$ cat src/design/dpcs_defs.svh
// Constants for the dual phase counter status block.
// Assumes inclusion by bare name from the package and the design file.
`ifndef DPCS_DEFS_SVH
`define DPCS_DEFS_SVH
`define DPCS_CNT_W 32
`define DPCS_STAT_W 8
`define DPCS_BIT_RUN 0
`define DPCS_BIT_VALID 1
`define DPCS_BIT_WRAP 2
`define DPCS_BIT_LOAD 3
`define DPCS_BIT_LATCH 4
`define DPCS_WIDE_MIN 32'sh80000000
`define DPCS_WIDE_MAX 32'sh7ffffffe
`define DPCS_MOD_MAX 32'sh7fffffff
`define DPCS_CNT_RST 32'h00000000
`define DPCS_STAT_RST 8'h00
`endif

$ cat src/design/dpcs_pkg.sv
// Types for the dual phase counter status block.
// Assumes the constants header is on the include path.
`include "dpcs_defs.svh"
package dpcs_pkg;
  typedef enum logic [1:0] {
    DPCS_MODE_WRAP = 2'b01,
    DPCS_MODE_WIDE = 2'b10
  } dpcs_mode_type;
  typedef struct packed {
    logic enable;
    logic preset;
    logic capture;
    logic ack_wrap;
    logic ack_load;
    logic ack_latch;
  } dpcs_cond_type;
  typedef struct packed {
    logic [`DPCS_CNT_W-1:0] count;
    logic [`DPCS_CNT_W-1:0] latched;
    logic [`DPCS_STAT_W-1:0] status;
  } dpcs_report_type;
endpackage : dpcs_pkg

$ cat src/design/dpcs_counter.sv
// Dual phase counter channel with its count, latched count and status byte.
// Assumes conditions arrive from pins or the host bus image and need syncing.
`timescale 1ns/1ns
`default_nettype none
`include "dpcs_defs.svh"

// What this block does
// Count and latched count are signed 32-bit, refreshed every bus cycle.
// Wrap mode count stays 0..2147483647; wide mode stays min..2147483646.
// Latched count is flagged valid only while the latch flag is set.
// Status is one byte; bits 0-4 are active, valid, wrap, load, latch.
// Active bit follows the enable condition.
// In wide mode without rollover a limit clears active until a preset rising edge.
// Valid bit set while count in range, cleared when inactive or outside.
// Wrap flag sets when counter returns to 0 after the modulo value.
// Wrap flag clears on a rising edge of the wrap acknowledge bit.
// Load flag sets when the preset condition is asserted.
// Latch flag sets on a rising edge of the capture condition.
// Wrap mode loops at a configurable modulo value 0..2147483647.
// Wide mode with rollover jumps to the opposite limit at a limit.
// Wide mode loads the preset value on each preset rising edge.
// Latch flag clears on a rising edge of acknowledge command bit 12.
// Load flag clears on a rising edge of the load acknowledge bit.
module dpcs_counter (
  // Clock and reset.
  input wire logic clk_in,
  input wire logic srst_in,
  // Count pulses and configuration.
  input wire logic up_in,
  input wire logic down_in,
  input wire dpcs_pkg::dpcs_mode_type mode_in,
  input wire logic rollover_in,
  input wire logic [31:0] modulo_in,
  input wire logic [31:0] preset_val_in,
  // Conditions and host acknowledges.
  input wire dpcs_pkg::dpcs_cond_type cond_in,
  // Host bus cycle strobe.
  input wire logic bus_cycle_in,
  // Reported values.
  output var dpcs_pkg::dpcs_report_type report_out,
  output logic latched_valid_out
);

  localparam int CW = $bits(dpcs_pkg::dpcs_cond_type);

  logic [CW-1:0] sync1_q;
  logic [CW-1:0] sync2_q;
  logic [CW-1:0] prev_q;
  logic up1_q, up2_q, dn1_q, dn2_q;
  dpcs_pkg::dpcs_cond_type c;
  dpcs_pkg::dpcs_cond_type rise;
  logic signed [31:0] count_q;
  logic signed [31:0] count_d;
  logic signed [31:0] latched_q;
  logic halted_q;
  logic wrap_q, load_q, latch_q;
  logic wrapped;
  logic at_limit;
  logic run;
  logic valid;
  logic step_up, step_dn;

  function automatic logic in_range(input dpcs_pkg::dpcs_mode_type m, input logic signed [31:0] v,
                                    input logic signed [31:0] modv);
    if (m == dpcs_pkg::DPCS_MODE_WRAP)
      in_range = (v >= 0) && (v <= modv);
    else
      in_range = (v <= `DPCS_WIDE_MAX);
  endfunction : in_range

  always_ff @(posedge clk_in)
  begin
    if (srst_in)
    begin
      sync1_q <= '0;
      sync2_q <= '0;
      prev_q <= '0;
      up1_q <= 1'b0;
      up2_q <= 1'b0;
      dn1_q <= 1'b0;
      dn2_q <= 1'b0;
    end
    else
    begin
      sync1_q <= cond_in;
      sync2_q <= sync1_q;
      prev_q <= sync2_q;
      up1_q <= up_in;
      up2_q <= up1_q;
      dn1_q <= down_in;
      dn2_q <= dn1_q;
    end
  end

  assign c = sync2_q;
  assign rise = sync2_q & ~prev_q;
  assign step_up = up2_q & ~dn2_q;
  assign step_dn = dn2_q & ~up2_q;

  // Active follows enable; a wide-mode limit without rollover halts until a preset edge.
  assign run = c.enable & ~halted_q;
  assign valid = run & in_range(mode_in, count_q, $signed(modulo_in));

  always_comb
  begin
    count_d = count_q;
    wrapped = 1'b0;
    at_limit = 1'b0;
    if (mode_in == dpcs_pkg::DPCS_MODE_WIDE && rise.preset)
      count_d = $signed(preset_val_in);
    else if (run)
    begin
      if (mode_in == dpcs_pkg::DPCS_MODE_WRAP)
      begin
        if (step_up)
        begin
          if (count_q >= $signed(modulo_in))
          begin
            count_d = '0;
            wrapped = 1'b1;
          end
          else
            count_d = count_q + 32'sd1;
        end
        else if (step_dn)
          count_d = (count_q <= 0) ? $signed(modulo_in) : count_q - 32'sd1;
      end
      else
      begin
        if (step_up)
        begin
          if (count_q >= `DPCS_WIDE_MAX)
          begin
            at_limit = 1'b1;
            count_d = rollover_in ? `DPCS_WIDE_MIN : count_q;
          end
          else
            count_d = count_q + 32'sd1;
        end
        else if (step_dn)
        begin
          if (count_q == `DPCS_WIDE_MIN)
          begin
            at_limit = 1'b1;
            count_d = rollover_in ? `DPCS_WIDE_MAX : count_q;
          end
          else
            count_d = count_q - 32'sd1;
        end
      end
    end
  end

  always_ff @(posedge clk_in)
  begin
    if (srst_in)
      count_q <= `DPCS_CNT_RST;
    else
      count_q <= count_d;
  end

  always_ff @(posedge clk_in)
  begin
    if (srst_in)
      halted_q <= 1'b0;
    else if (rise.preset)
      halted_q <= 1'b0;
    else if (at_limit && !rollover_in)
      halted_q <= 1'b1;
  end

  always_ff @(posedge clk_in)
  begin
    if (srst_in)
      latched_q <= `DPCS_CNT_RST;
    else if (rise.capture)
      latched_q <= count_q;
  end

  // Flags: a set in the same cycle as a clear wins.
  always_ff @(posedge clk_in)
  begin
    if (srst_in)
      wrap_q <= 1'b0;
    else if (wrapped)
      wrap_q <= 1'b1;
    else if (rise.ack_wrap)
      wrap_q <= 1'b0;
  end

  always_ff @(posedge clk_in)
  begin
    if (srst_in)
      load_q <= 1'b0;
    else if (c.preset)
      load_q <= 1'b1;
    else if (rise.ack_load)
      load_q <= 1'b0;
  end

  always_ff @(posedge clk_in)
  begin
    if (srst_in)
      latch_q <= 1'b0;
    else if (rise.capture)
      latch_q <= 1'b1;
    else if (rise.ack_latch)
      latch_q <= 1'b0;
  end

  // Reported image refreshes once per host bus cycle.
  always_ff @(posedge clk_in)
  begin
    if (srst_in)
    begin
      report_out <= '0;
      latched_valid_out <= 1'b0;
    end
    else if (bus_cycle_in)
    begin
      report_out.count <= count_q;
      report_out.latched <= latched_q;
      report_out.status <= {3'h0, latch_q, load_q, wrap_q, valid, run};
      latched_valid_out <= latch_q;
    end
  end
endmodule : dpcs_counter
`default_nettype wire

$ cat config.mk
export PLATFORM = sky130hd
export DESIGN_NAME = dpcs_counter
export DESIGN_NICKNAME = d
export VERILOG_FILES = /design/src/design/dpcs_pkg.sv /design/src/design/dpcs_counter.sv
export VERILOG_INCLUDE_DIRS = /design/src /design/src/design
export SDC_FILE = /design/constraint.sdc
export NUM_CORES = 1
export LEC_CHECK = 0
export ABC_AREA = 1
export BUFFER_PORTS_ARGS = -buffer_cell sky130_fd_sc_hd__buf_4
export CORE_UTILIZATION = 27
export DETAILED_ROUTE_END_ITERATION = 8
export SLEW_MARGIN = 10
export SYNTH_ARGS = -nofsm -noshare
export SYNTH_HDL_FRONTEND = slang
export SYNTH_SLANG_ARGS = --single-unit
$ cat constraint.sdc
create_clock -name clk_in -period 3 [get_ports clk_in]
set_input_delay 0.6 -clock clk_in [delete_from_list [all_inputs] [get_ports clk_in]]
set_output_delay 0.6 -clock clk_in [all_outputs]
set_load 0.03 [all_outputs]
==> results summary, run 1 <==
The run finished with clean final reports. The highest net fanout along the worst path came out at 27. The top cell types in the final layout, fill and taps aside, are 253 x sky130_fd_sc_hd__nand2_1, 245 x sky130_fd_sc_hd__nor2_1, 197 x sky130_fd_sc_hd__o21ai_0, 197 x sky130_fd_sc_hd__buf_4, 182 x sky130_fd_sc_hd__a21oi_1. The horizontal die dimension is 192.0 um. The H-tree depth came out at 4. Before antenna repair, the detailed router went through 5 iterations.

The net count of the finished layout is 1,742. The number of buffers on the longest clock path came out at 2. The required time of the critical path came out at 3350 ps. The critical path is of the flop to flop type. The worst hold path belongs to the class input pin to flop. Data on the critical path arrives at its endpoint at 3040 ps. The leakage power is 5.433 nW. The maximum vdd drop is 0.4184 mV. The total standard cell area after synthesis came out at 9744 um^2. The hold buffer count at CTS is 0. Leaving out fill and tap cells, the most frequent cell in the layout is sky130_fd_sc_hd__nand2_1. In this run the tightest slew margin relative to its limit is 0.5026. Dividing the final minimum period by the clock period gives 0.8980. The transition time at the pin with the least slew margin is 745.0 ps. The initialized floorplan defines 69 standard-cell rows. The flip-flop and latch count after synthesis is 158. The global-route congestion overflow total is 0. The via count normalized by instance count came out at 4.949.

After detailed routing, the number of remaining DRC violations is 0. The ratio of cells with drive above 1 in the final layout is 0.1727. Clock latency on the worst-skew pair, taken at its later pin, is 450 ps. The count of port buffers added during placement came out at 147.

The initial antenna violation count is 0. The number of buffers created by CTS came out at 17. The TritonCTS sink count is 158. After filler insertion, the fill cell instance count of the layout stands at 3,906. After synthesis, the netlist uses 44 different library cells. The detailed placement HPWL is 27.86 mm. The clock period could shrink to 2694 ps. Setup violations remaining at the end of the flow were counted as 0. The power density over the cells is 513.9 nW/um^2. The global-route wire length before repair came out at 56.52 mm.

The mean cell area of the mapped netlist came out at 6.501 um^2. The via count of the first global-routing pass came out at 9,565. The post-CTS setup buffer count came out at 0. The count of endpoints failing hold in the final timing report came to 0.

The count of routing violations after the opening detailed-route iteration is 934. The number of cells after detailed placement came out at 2,068. The final sum of negative setup slack is 0 ps. The area of the die is 36,850 um^2. The routed design has 37.13 mm of wire. The Yosys step of the flow raised 0 warnings. The number of max-cap violations is 0. The setup skew after layout is 26.10 ps.

In the final routed layout, each cell accounts on average for 17.68 um. The clock tree from TritonCTS is done. The number of vias in the routed layout came out at 10,392.

The count of instances resized after the clock tree is built came out at 0. STA classifies the critical path startpoint as a flop. Routability-driven placement finished with a final weighted congestion of 0.9373. The number of standard cells after synthesis came out at 1,499. The proportion of synthesized chip area in sequential cells came out at 0.3246.

The area occupied by multi-input gates came out at 5623 um^2. The remaining antenna violation count after routing came out at 0. Setup repair after global routing left no endpoint under its margin.

The floorplan core area is 35,570 um^2. The register cell area after layout came out at 3163 um^2. The number of pins exceeding their max-slew limit in the final report is 0.

The number of diodes came out at 0. The die height is 192.0 um. STA classifies the critical path endpoint as a flop. The number of top-level pins is 151. The final non-filler cell total came out at 2,100.

The clock input transition at the sequential cells of the worst setup and hold paths came out at 80 ps. Based on the critical path, the design can be clocked at up to 371.2 MHz. For this run, the total global-route usage over all layers was measured as 0.2028.

Relative to the synthesized area, the layout overhead comes to 22.64%. The pin count of the biggest net entering global routing is 72. The root buffer cell chosen for the clock tree is sky130_fd_sc_hd__clkbuf_16.

The initial core utilization came out at 0.2740.
==> logic make-up after synthesis <==
family,synth area share
DFF,0.3246
AOI/OAI and AO/OA,0.2192
buffers and inverters,0.09990
and+or+nand+nor,0.2667
other,0.0003848
adders and majority gates,0.04879
xor gates and xnor gates,0.04045
==> where the power goes <==
| part | total (mW) | switching (mW) | internal, mW |
|---|---|---|---|
| Clock | 2.13 | 1.02 | 1.11 |
| Sequential | 2.28 | 0.0778 | 2.20 |
| Combinational | 1.73 | 1.12 | 0.605 |
==> worst paths after layout <==
path	start	to	slack [ps]	cells after the start
setup reg to reg	count_q[21]$_SDFFE_PP0P_	count_q[13]$_SDFFE_PP0P_	310	12
hold / removal	cond_in[5]	sync1_q[5]$_SDFF_PP0_	350	3
hold reg to reg	sync1_q[4]$_SDFF_PP0_	c[4]$_SDFF_PP0_	400	2
setup / recovery	count_q[21]$_SDFFE_PP0P_	count_q[13]$_SDFFE_PP0P_	310	12
==> cells in the mapped netlist <==
master                       n  area, um^2
sky130_fd_sc_hd__nand2_8     1       20.02
sky130_fd_sc_hd__nand4_1    11       68.82
sky130_fd_sc_hd__buf_2      14       70.07
sky130_fd_sc_hd__xor2_1     44       385.4
sky130_fd_sc_hd__a21o_1      1       7.510
sky130_fd_sc_hd__nand3_1    49       245.2
sky130_fd_sc_hd__inv_1     121       454.2
sky130_fd_sc_hd__nor3_2      1       10.01
sky130_fd_sc_hd__a31oi_1     3       18.77
sky130_fd_sc_hd__nor3_4      3       48.80
sky130_fd_sc_hd__nor2_4      5       56.30
sky130_fd_sc_hd__buf_4      10       75.07
sky130_fd_sc_hd__ha_1       38       475.5
sky130_fd_sc_hd__dfxtp_1   158        3163
sky130_fd_sc_hd__o21ai_0   197       986.0
sky130_fd_sc_hd__o31ai_1     1       7.510
sky130_fd_sc_hd__o21bai_1    1       7.510
sky130_fd_sc_hd__nor4_1      2       12.51
sky130_fd_sc_hd__nand2_4     2       22.52
sky130_fd_sc_hd__inv_4       2       12.51
sky130_fd_sc_hd__nand3b_1    1       7.510
sky130_fd_sc_hd__o21a_1      2       15.01
sky130_fd_sc_hd__clkbuf_2    1       5.000
sky130_fd_sc_hd__a211oi_1    6       45.04
sky130_fd_sc_hd__clkbuf_1   53       198.9
sky130_fd_sc_hd__nand4_2     1       12.51
sky130_fd_sc_hd__inv_2      13       48.80
sky130_fd_sc_hd__nand3_2     1       10.01
sky130_fd_sc_hd__or2_2       3       18.77
sky130_fd_sc_hd__o211ai_2    1       12.51
sky130_fd_sc_hd__o21ai_1    12       60.06
sky130_fd_sc_hd__a21oi_2     4       35.03
sky130_fd_sc_hd__conb_1      1       3.750
sky130_fd_sc_hd__nor2_1    246       923.4
sky130_fd_sc_hd__nand2_1   253       949.7
sky130_fd_sc_hd__a21oi_1   182       910.9
sky130_fd_sc_hd__o211ai_1    4       30.03
sky130_fd_sc_hd__xnor2_1     1       8.760
sky130_fd_sc_hd__clkinv_1    1       3.750
sky130_fd_sc_hd__nand2_2     6       37.54
sky130_fd_sc_hd__nor2_2      8       50.05
sky130_fd_sc_hd__buf_1       7       26.28
sky130_fd_sc_hd__buf_6       7       78.83
sky130_fd_sc_hd__nor3_1     21       105.1
==> worst max-delay path, cell delays in order, from the launching register on <==
cell	delay, ps
sky130_fd_sc_hd__dfxtp_1	550
sky130_fd_sc_hd__nand2_1	230
sky130_fd_sc_hd__nor3_4	210
sky130_fd_sc_hd__nand2_2	90
sky130_fd_sc_hd__nor3_4	290
sky130_fd_sc_hd__nand3_1	150
sky130_fd_sc_hd__nand2_1	210
sky130_fd_sc_hd__nand2_1	90
sky130_fd_sc_hd__nand3_2	80
sky130_fd_sc_hd__inv_2	200
sky130_fd_sc_hd__buf_4	270
sky130_fd_sc_hd__o21ai_0	160
sky130_fd_sc_hd__a21oi_1	60
==> per-stage QoR <==
stage / utilization / setup slack [ps] / area (um^2) / hold slack [ps] / power, mW
6_report: 0.3360 / 306.1 / 11950 / 353.6 / 6.142
5_1_grt: 0.3360 / 118.4 / 11950 / 360.7 / 6.483
4_1_cts: 0.3360 / 388.5 / 11950 / 341.7 / 6.181
3_5_place_dp: 0.3200 / 143.1 / 11380 / 392.6 / 4.037
3_3_place_gp: 0.3200 / 174.6 / 11380 / 388.8 / 4.032
2_1_floorplan: - / 677.8 / 9752 / 388.3 / 3.464
==> registers in the layout, summed over array words and instances, names as in the netlist <==
name and cells:
c 6, count_q 32, dn1_q 1, dn2_q 1, halted_q 1, latch_q 1
latched_q 32, latched_valid_out 1, load_q 1, prev_q 5, report_out 68, sync1_q 6
up1_q 1, up2_q 1, wrap_q 1
==> per-layer routing <==
| metal | share of wire | global-route usage | wire (um) |
|---|---|---|---|
| met1 | 0.44 | 0.2670 | 16260 |
| met2 | 0.47 | 0.3363 | 17610 |
| met3 | 0.062 | 0.03143 | 2320 |
| met4 | 0.025 | 0.06663 | 934 |
| met5 | 0 | 0 | 0 |
==> layout make-up <==
cell class                      instances  area share
Sequential cell                       158      0.2647
Clock inverter                         14     0.01089
Inverter                              137     0.04345
Timing Repair Buffer                  198      0.1254
Clock buffer                           18     0.03675
Multi-Input combinational cell       1114      0.4705
Tap cell                              461     0.04827
(Power assumes the default switching activity.)
==> run 2: changes to the inputs <==
--- a/config.mk
+++ b/config.mk
@@ -10,6 +10,7 @@
 export BUFFER_PORTS_ARGS = -buffer_cell sky130_fd_sc_hd__buf_4
 export CORE_UTILIZATION = 27
 export DETAILED_ROUTE_END_ITERATION = 8
+export PLACE_DENSITY_LB_ADDON = 0.05
 export SLEW_MARGIN = 10
 export SYNTH_ARGS = -nofsm -noshare
 export SYNTH_HDL_FRONTEND = slang
==> constraint.sdc (replaced) <==
create_clock -name clk_in -period 3 [get_ports clk_in]
set_input_delay 0.6 -clock clk_in [delete_from_list [all_inputs] [get_ports clk_in]]
set_output_delay 0.6 -clock clk_in [all_outputs]
set_load 0.005 [all_outputs]
==> run 2 against run 1 <==
Compared with the run above: count of clock-buffer cells in the layout increased by 2; combinational power decreased by 6%; sequential share of layout area decreased by 0.091 points; via count down 2.1%; first-iteration DRC count fell by 26%; total power rose by 0.35%.
==> results summary, run 2 (same netlist as run 1, synthesis figures left out) <==
The class of the tightest hold or removal check is input pin to flop. The global-route wire length before repair is 60.07 mm. The total DRC errors in the routed layout is 0. The count of endpoints failing hold in the final timing report came out at 0.

The initial utilization of the core area, before any placement, comes to 0.2740. The number of hold buffers added after CTS was 0. The maximum vdd drop is 0.3722 mV. The initial antenna violation count is 0. In this design, the critical path's most frequently occurring cell is sky130_fd_sc_hd__nand2_1.

The power density over the cells is 513.9 nW/um^2. The detailed router finished its first iteration with 692 violations. Timing analysis after detailed placement gives a worst setup slack of 102.3 ps.

The horizontal die dimension came out at 192.0 um. The clock latency on the worst-skew pair came out at 440 ps. The floorplan core area came out at 35,570 um^2. The finished cells cover 11,990 um^2.

The area of the die is 36,850 um^2. For flop-to-flop paths, the worst setup slack is 250 ps. The total detailed-routing wirelength came out at 39.65 mm. The number of vias in the routed layout is 10,176. The share of the core filled with cells in the final layout is 0.3371. In the final layout, the share of cells above drive strength 1 is 0.1706. The total iterations of the first detailed-routing run is 5.

The signal on the critical path passes through ha_1 -> nand2_1 -> inv_1 -> nor2_1 -> o21a_1 -> nand2_1 -> a21oi_1 -> nand2_1 -> nand2_1 -> nand2_1 -> inv_1 -> nand2_1 -> buf_4 -> o21ai_0 -> nand2_1 -> a21oi_1. Static timing analysis puts the maximum clock frequency at 363.1 MHz. Leaving out fill and tap cells, the most frequent cell in the layout is sky130_fd_sc_hd__nand2_1. The area growth from synthesis to final layout is 23.06%. The transition time at the pin with the least slew margin came out at 759.1 ps. The detailed placement HPWL came out at 29.62 mm.

The root cell of the clock tree is sky130_fd_sc_hd__clkbuf_16. The arrival time at the worst endpoint came out at 3120 ps. The number of buffers and inverters on the critical path is 3.

The highest net fanout along the worst path came out at 13. In this run the core area contains 69 standard-cell rows. report_out holds more flip-flops than any other register. The final layout contains 1,738 nets. The die height is 192.0 um.

The max-slew headroom at the worst pin is 0.4932. The clock input transition at the sequential cells of the worst setup and hold paths is 70 ps. The final sum of negative setup slack is 0 ps. On the final layout, the worst clock skew is 12.80 ps. The time the final worst path needs with I/O delays and setup is 2754 ps. The final worst-path setup slack is 246.2 ps. Among all stages on the critical path, the largest delay is contributed by sky130_fd_sc_hd__dfxtp_1. In this run, CTS created clock tree buffers numbering 17.

The detail-routed net length per standard cell came out at 18.92 um. The count of instances resized after the clock tree is built came out at 0. The remaining antenna violation count after routing came out at 0. STA classifies the critical path startpoint as a flop. The number of buffers on the longest clock path is 2.

For this run the aggregate overflow at the end of global routing stands at 0. The number of max-cap violations came out at 0. Setup repair after global routing left no endpoint under its margin. The flow ran to the end, and the final reports show no timing, DRC or antenna violations. TritonCTS built the clock tree.

Routability-driven placement finished with a final weighted congestion of 0.9348. The final-report setup violation count came out at 0. In this run the static leakage power is 5.448 nW. The final non-filler cell total came out at 2,096. The largest registers in the layout are report_out: 68 flops, count_q: 32 flops, latched_q: 32 flops.

The H-tree depth came out at 4. The required time of the critical path is 3370 ps. The number of pins exceeding their max-slew limit in the final report came out at 0. The via count of the first global-routing pass is 9,986. The library cells used most frequently in the layout, excluding fill and tap cells, are 253 x sky130_fd_sc_hd__nand2_1, 245 x sky130_fd_sc_hd__nor2_1, 197 x sky130_fd_sc_hd__o21ai_0. Across every metal layer, demand over resource in global routing totals 0.2195. The pin count of the biggest net entering global routing came out at 68. The register with the most flip-flops in the layout has 68 of them.

The number of cells after detailed placement is 2,064. The number of top-level pins came out at 151. The number of diodes came out at 0. Of the available clock period, the critical path in the final layout requires 0.9179. The TritonCTS sink count is 158. The post-CTS setup buffer count is 0. By startpoint and endpoint, the worst setup path is classified as flop to flop.

The kind of cell with the highest combined delay along the critical path is compound AO/OA/AOI/OAI gates. The cell area after placement is 11,400 um^2. Dividing the detail-routed via count by the number of cells gives 4.855. STA classifies the critical path endpoint as a flop. During placement, the flow inserted port buffers numbering 147. The largest incremental delay on the critical path is 580 ps.
## run 2: layout make-up
type                            count  area, um^2
Fill cell                        4000       23580
Multi-Input combinational cell   1114        5623
Sequential cell                   158        3163
Timing Repair Buffer              194        1519
Tap cell                          461       576.8
Inverter                          137       519.2
Clock buffer                       20       466.7
Clock inverter                     12       123.9
## run 2: worst paths after layout
| path | cells past startpoint | endpoint | startpoint |
|---|---|---|---|
| max | 16 | count_q[30]$_SDFFE_PP0P_ | count_q[31]$_SDFFE_PP0P_ |
| min | 3 | dn1_q$_SDFF_PP0_ | down_in |
| max reg2reg | 16 | count_q[30]$_SDFFE_PP0P_ | count_q[31]$_SDFFE_PP0P_ |
| min reg2reg | 2 | c[3]$_SDFF_PP0_ | sync1_q[3]$_SDFF_PP0_ |
## run 2: per-stage QoR
stage | hold WS, ps | total power [mW]
6_report | 357.9 | 6.163
5_1_grt | 353.5 | 6.530
4_1_cts | 337.9 | 6.233
3_5_place_dp | 392.3 | 3.960
3_3_place_gp | 390.5 | 3.966
2_1_floorplan | 388.3 | 3.360
## run 2: power by group
group,switching (mW),internal [mW]
Sequential,0.0823,2.20
Combinational,1.02,0.615
Clock,1.02,1.23
## run 2: metal layers
metal / GRT usage / vias up / share of wire
li1: - / 5132 / -
met3: 0.02814 / 60 / 0.048
met4: 0.08904 / 0 / 0.033
met5: 0 / - / 0
met2: 0.3743 / 313 / 0.48
met1: 0.2780 / 4671 / 0.44
## run 2: tightest hold or removal path: cells and delay by family
family | cells | cell delay (ps)
buffers and inverters | 2 | 100
AND/OR/NAND/NOR | 1 | 60
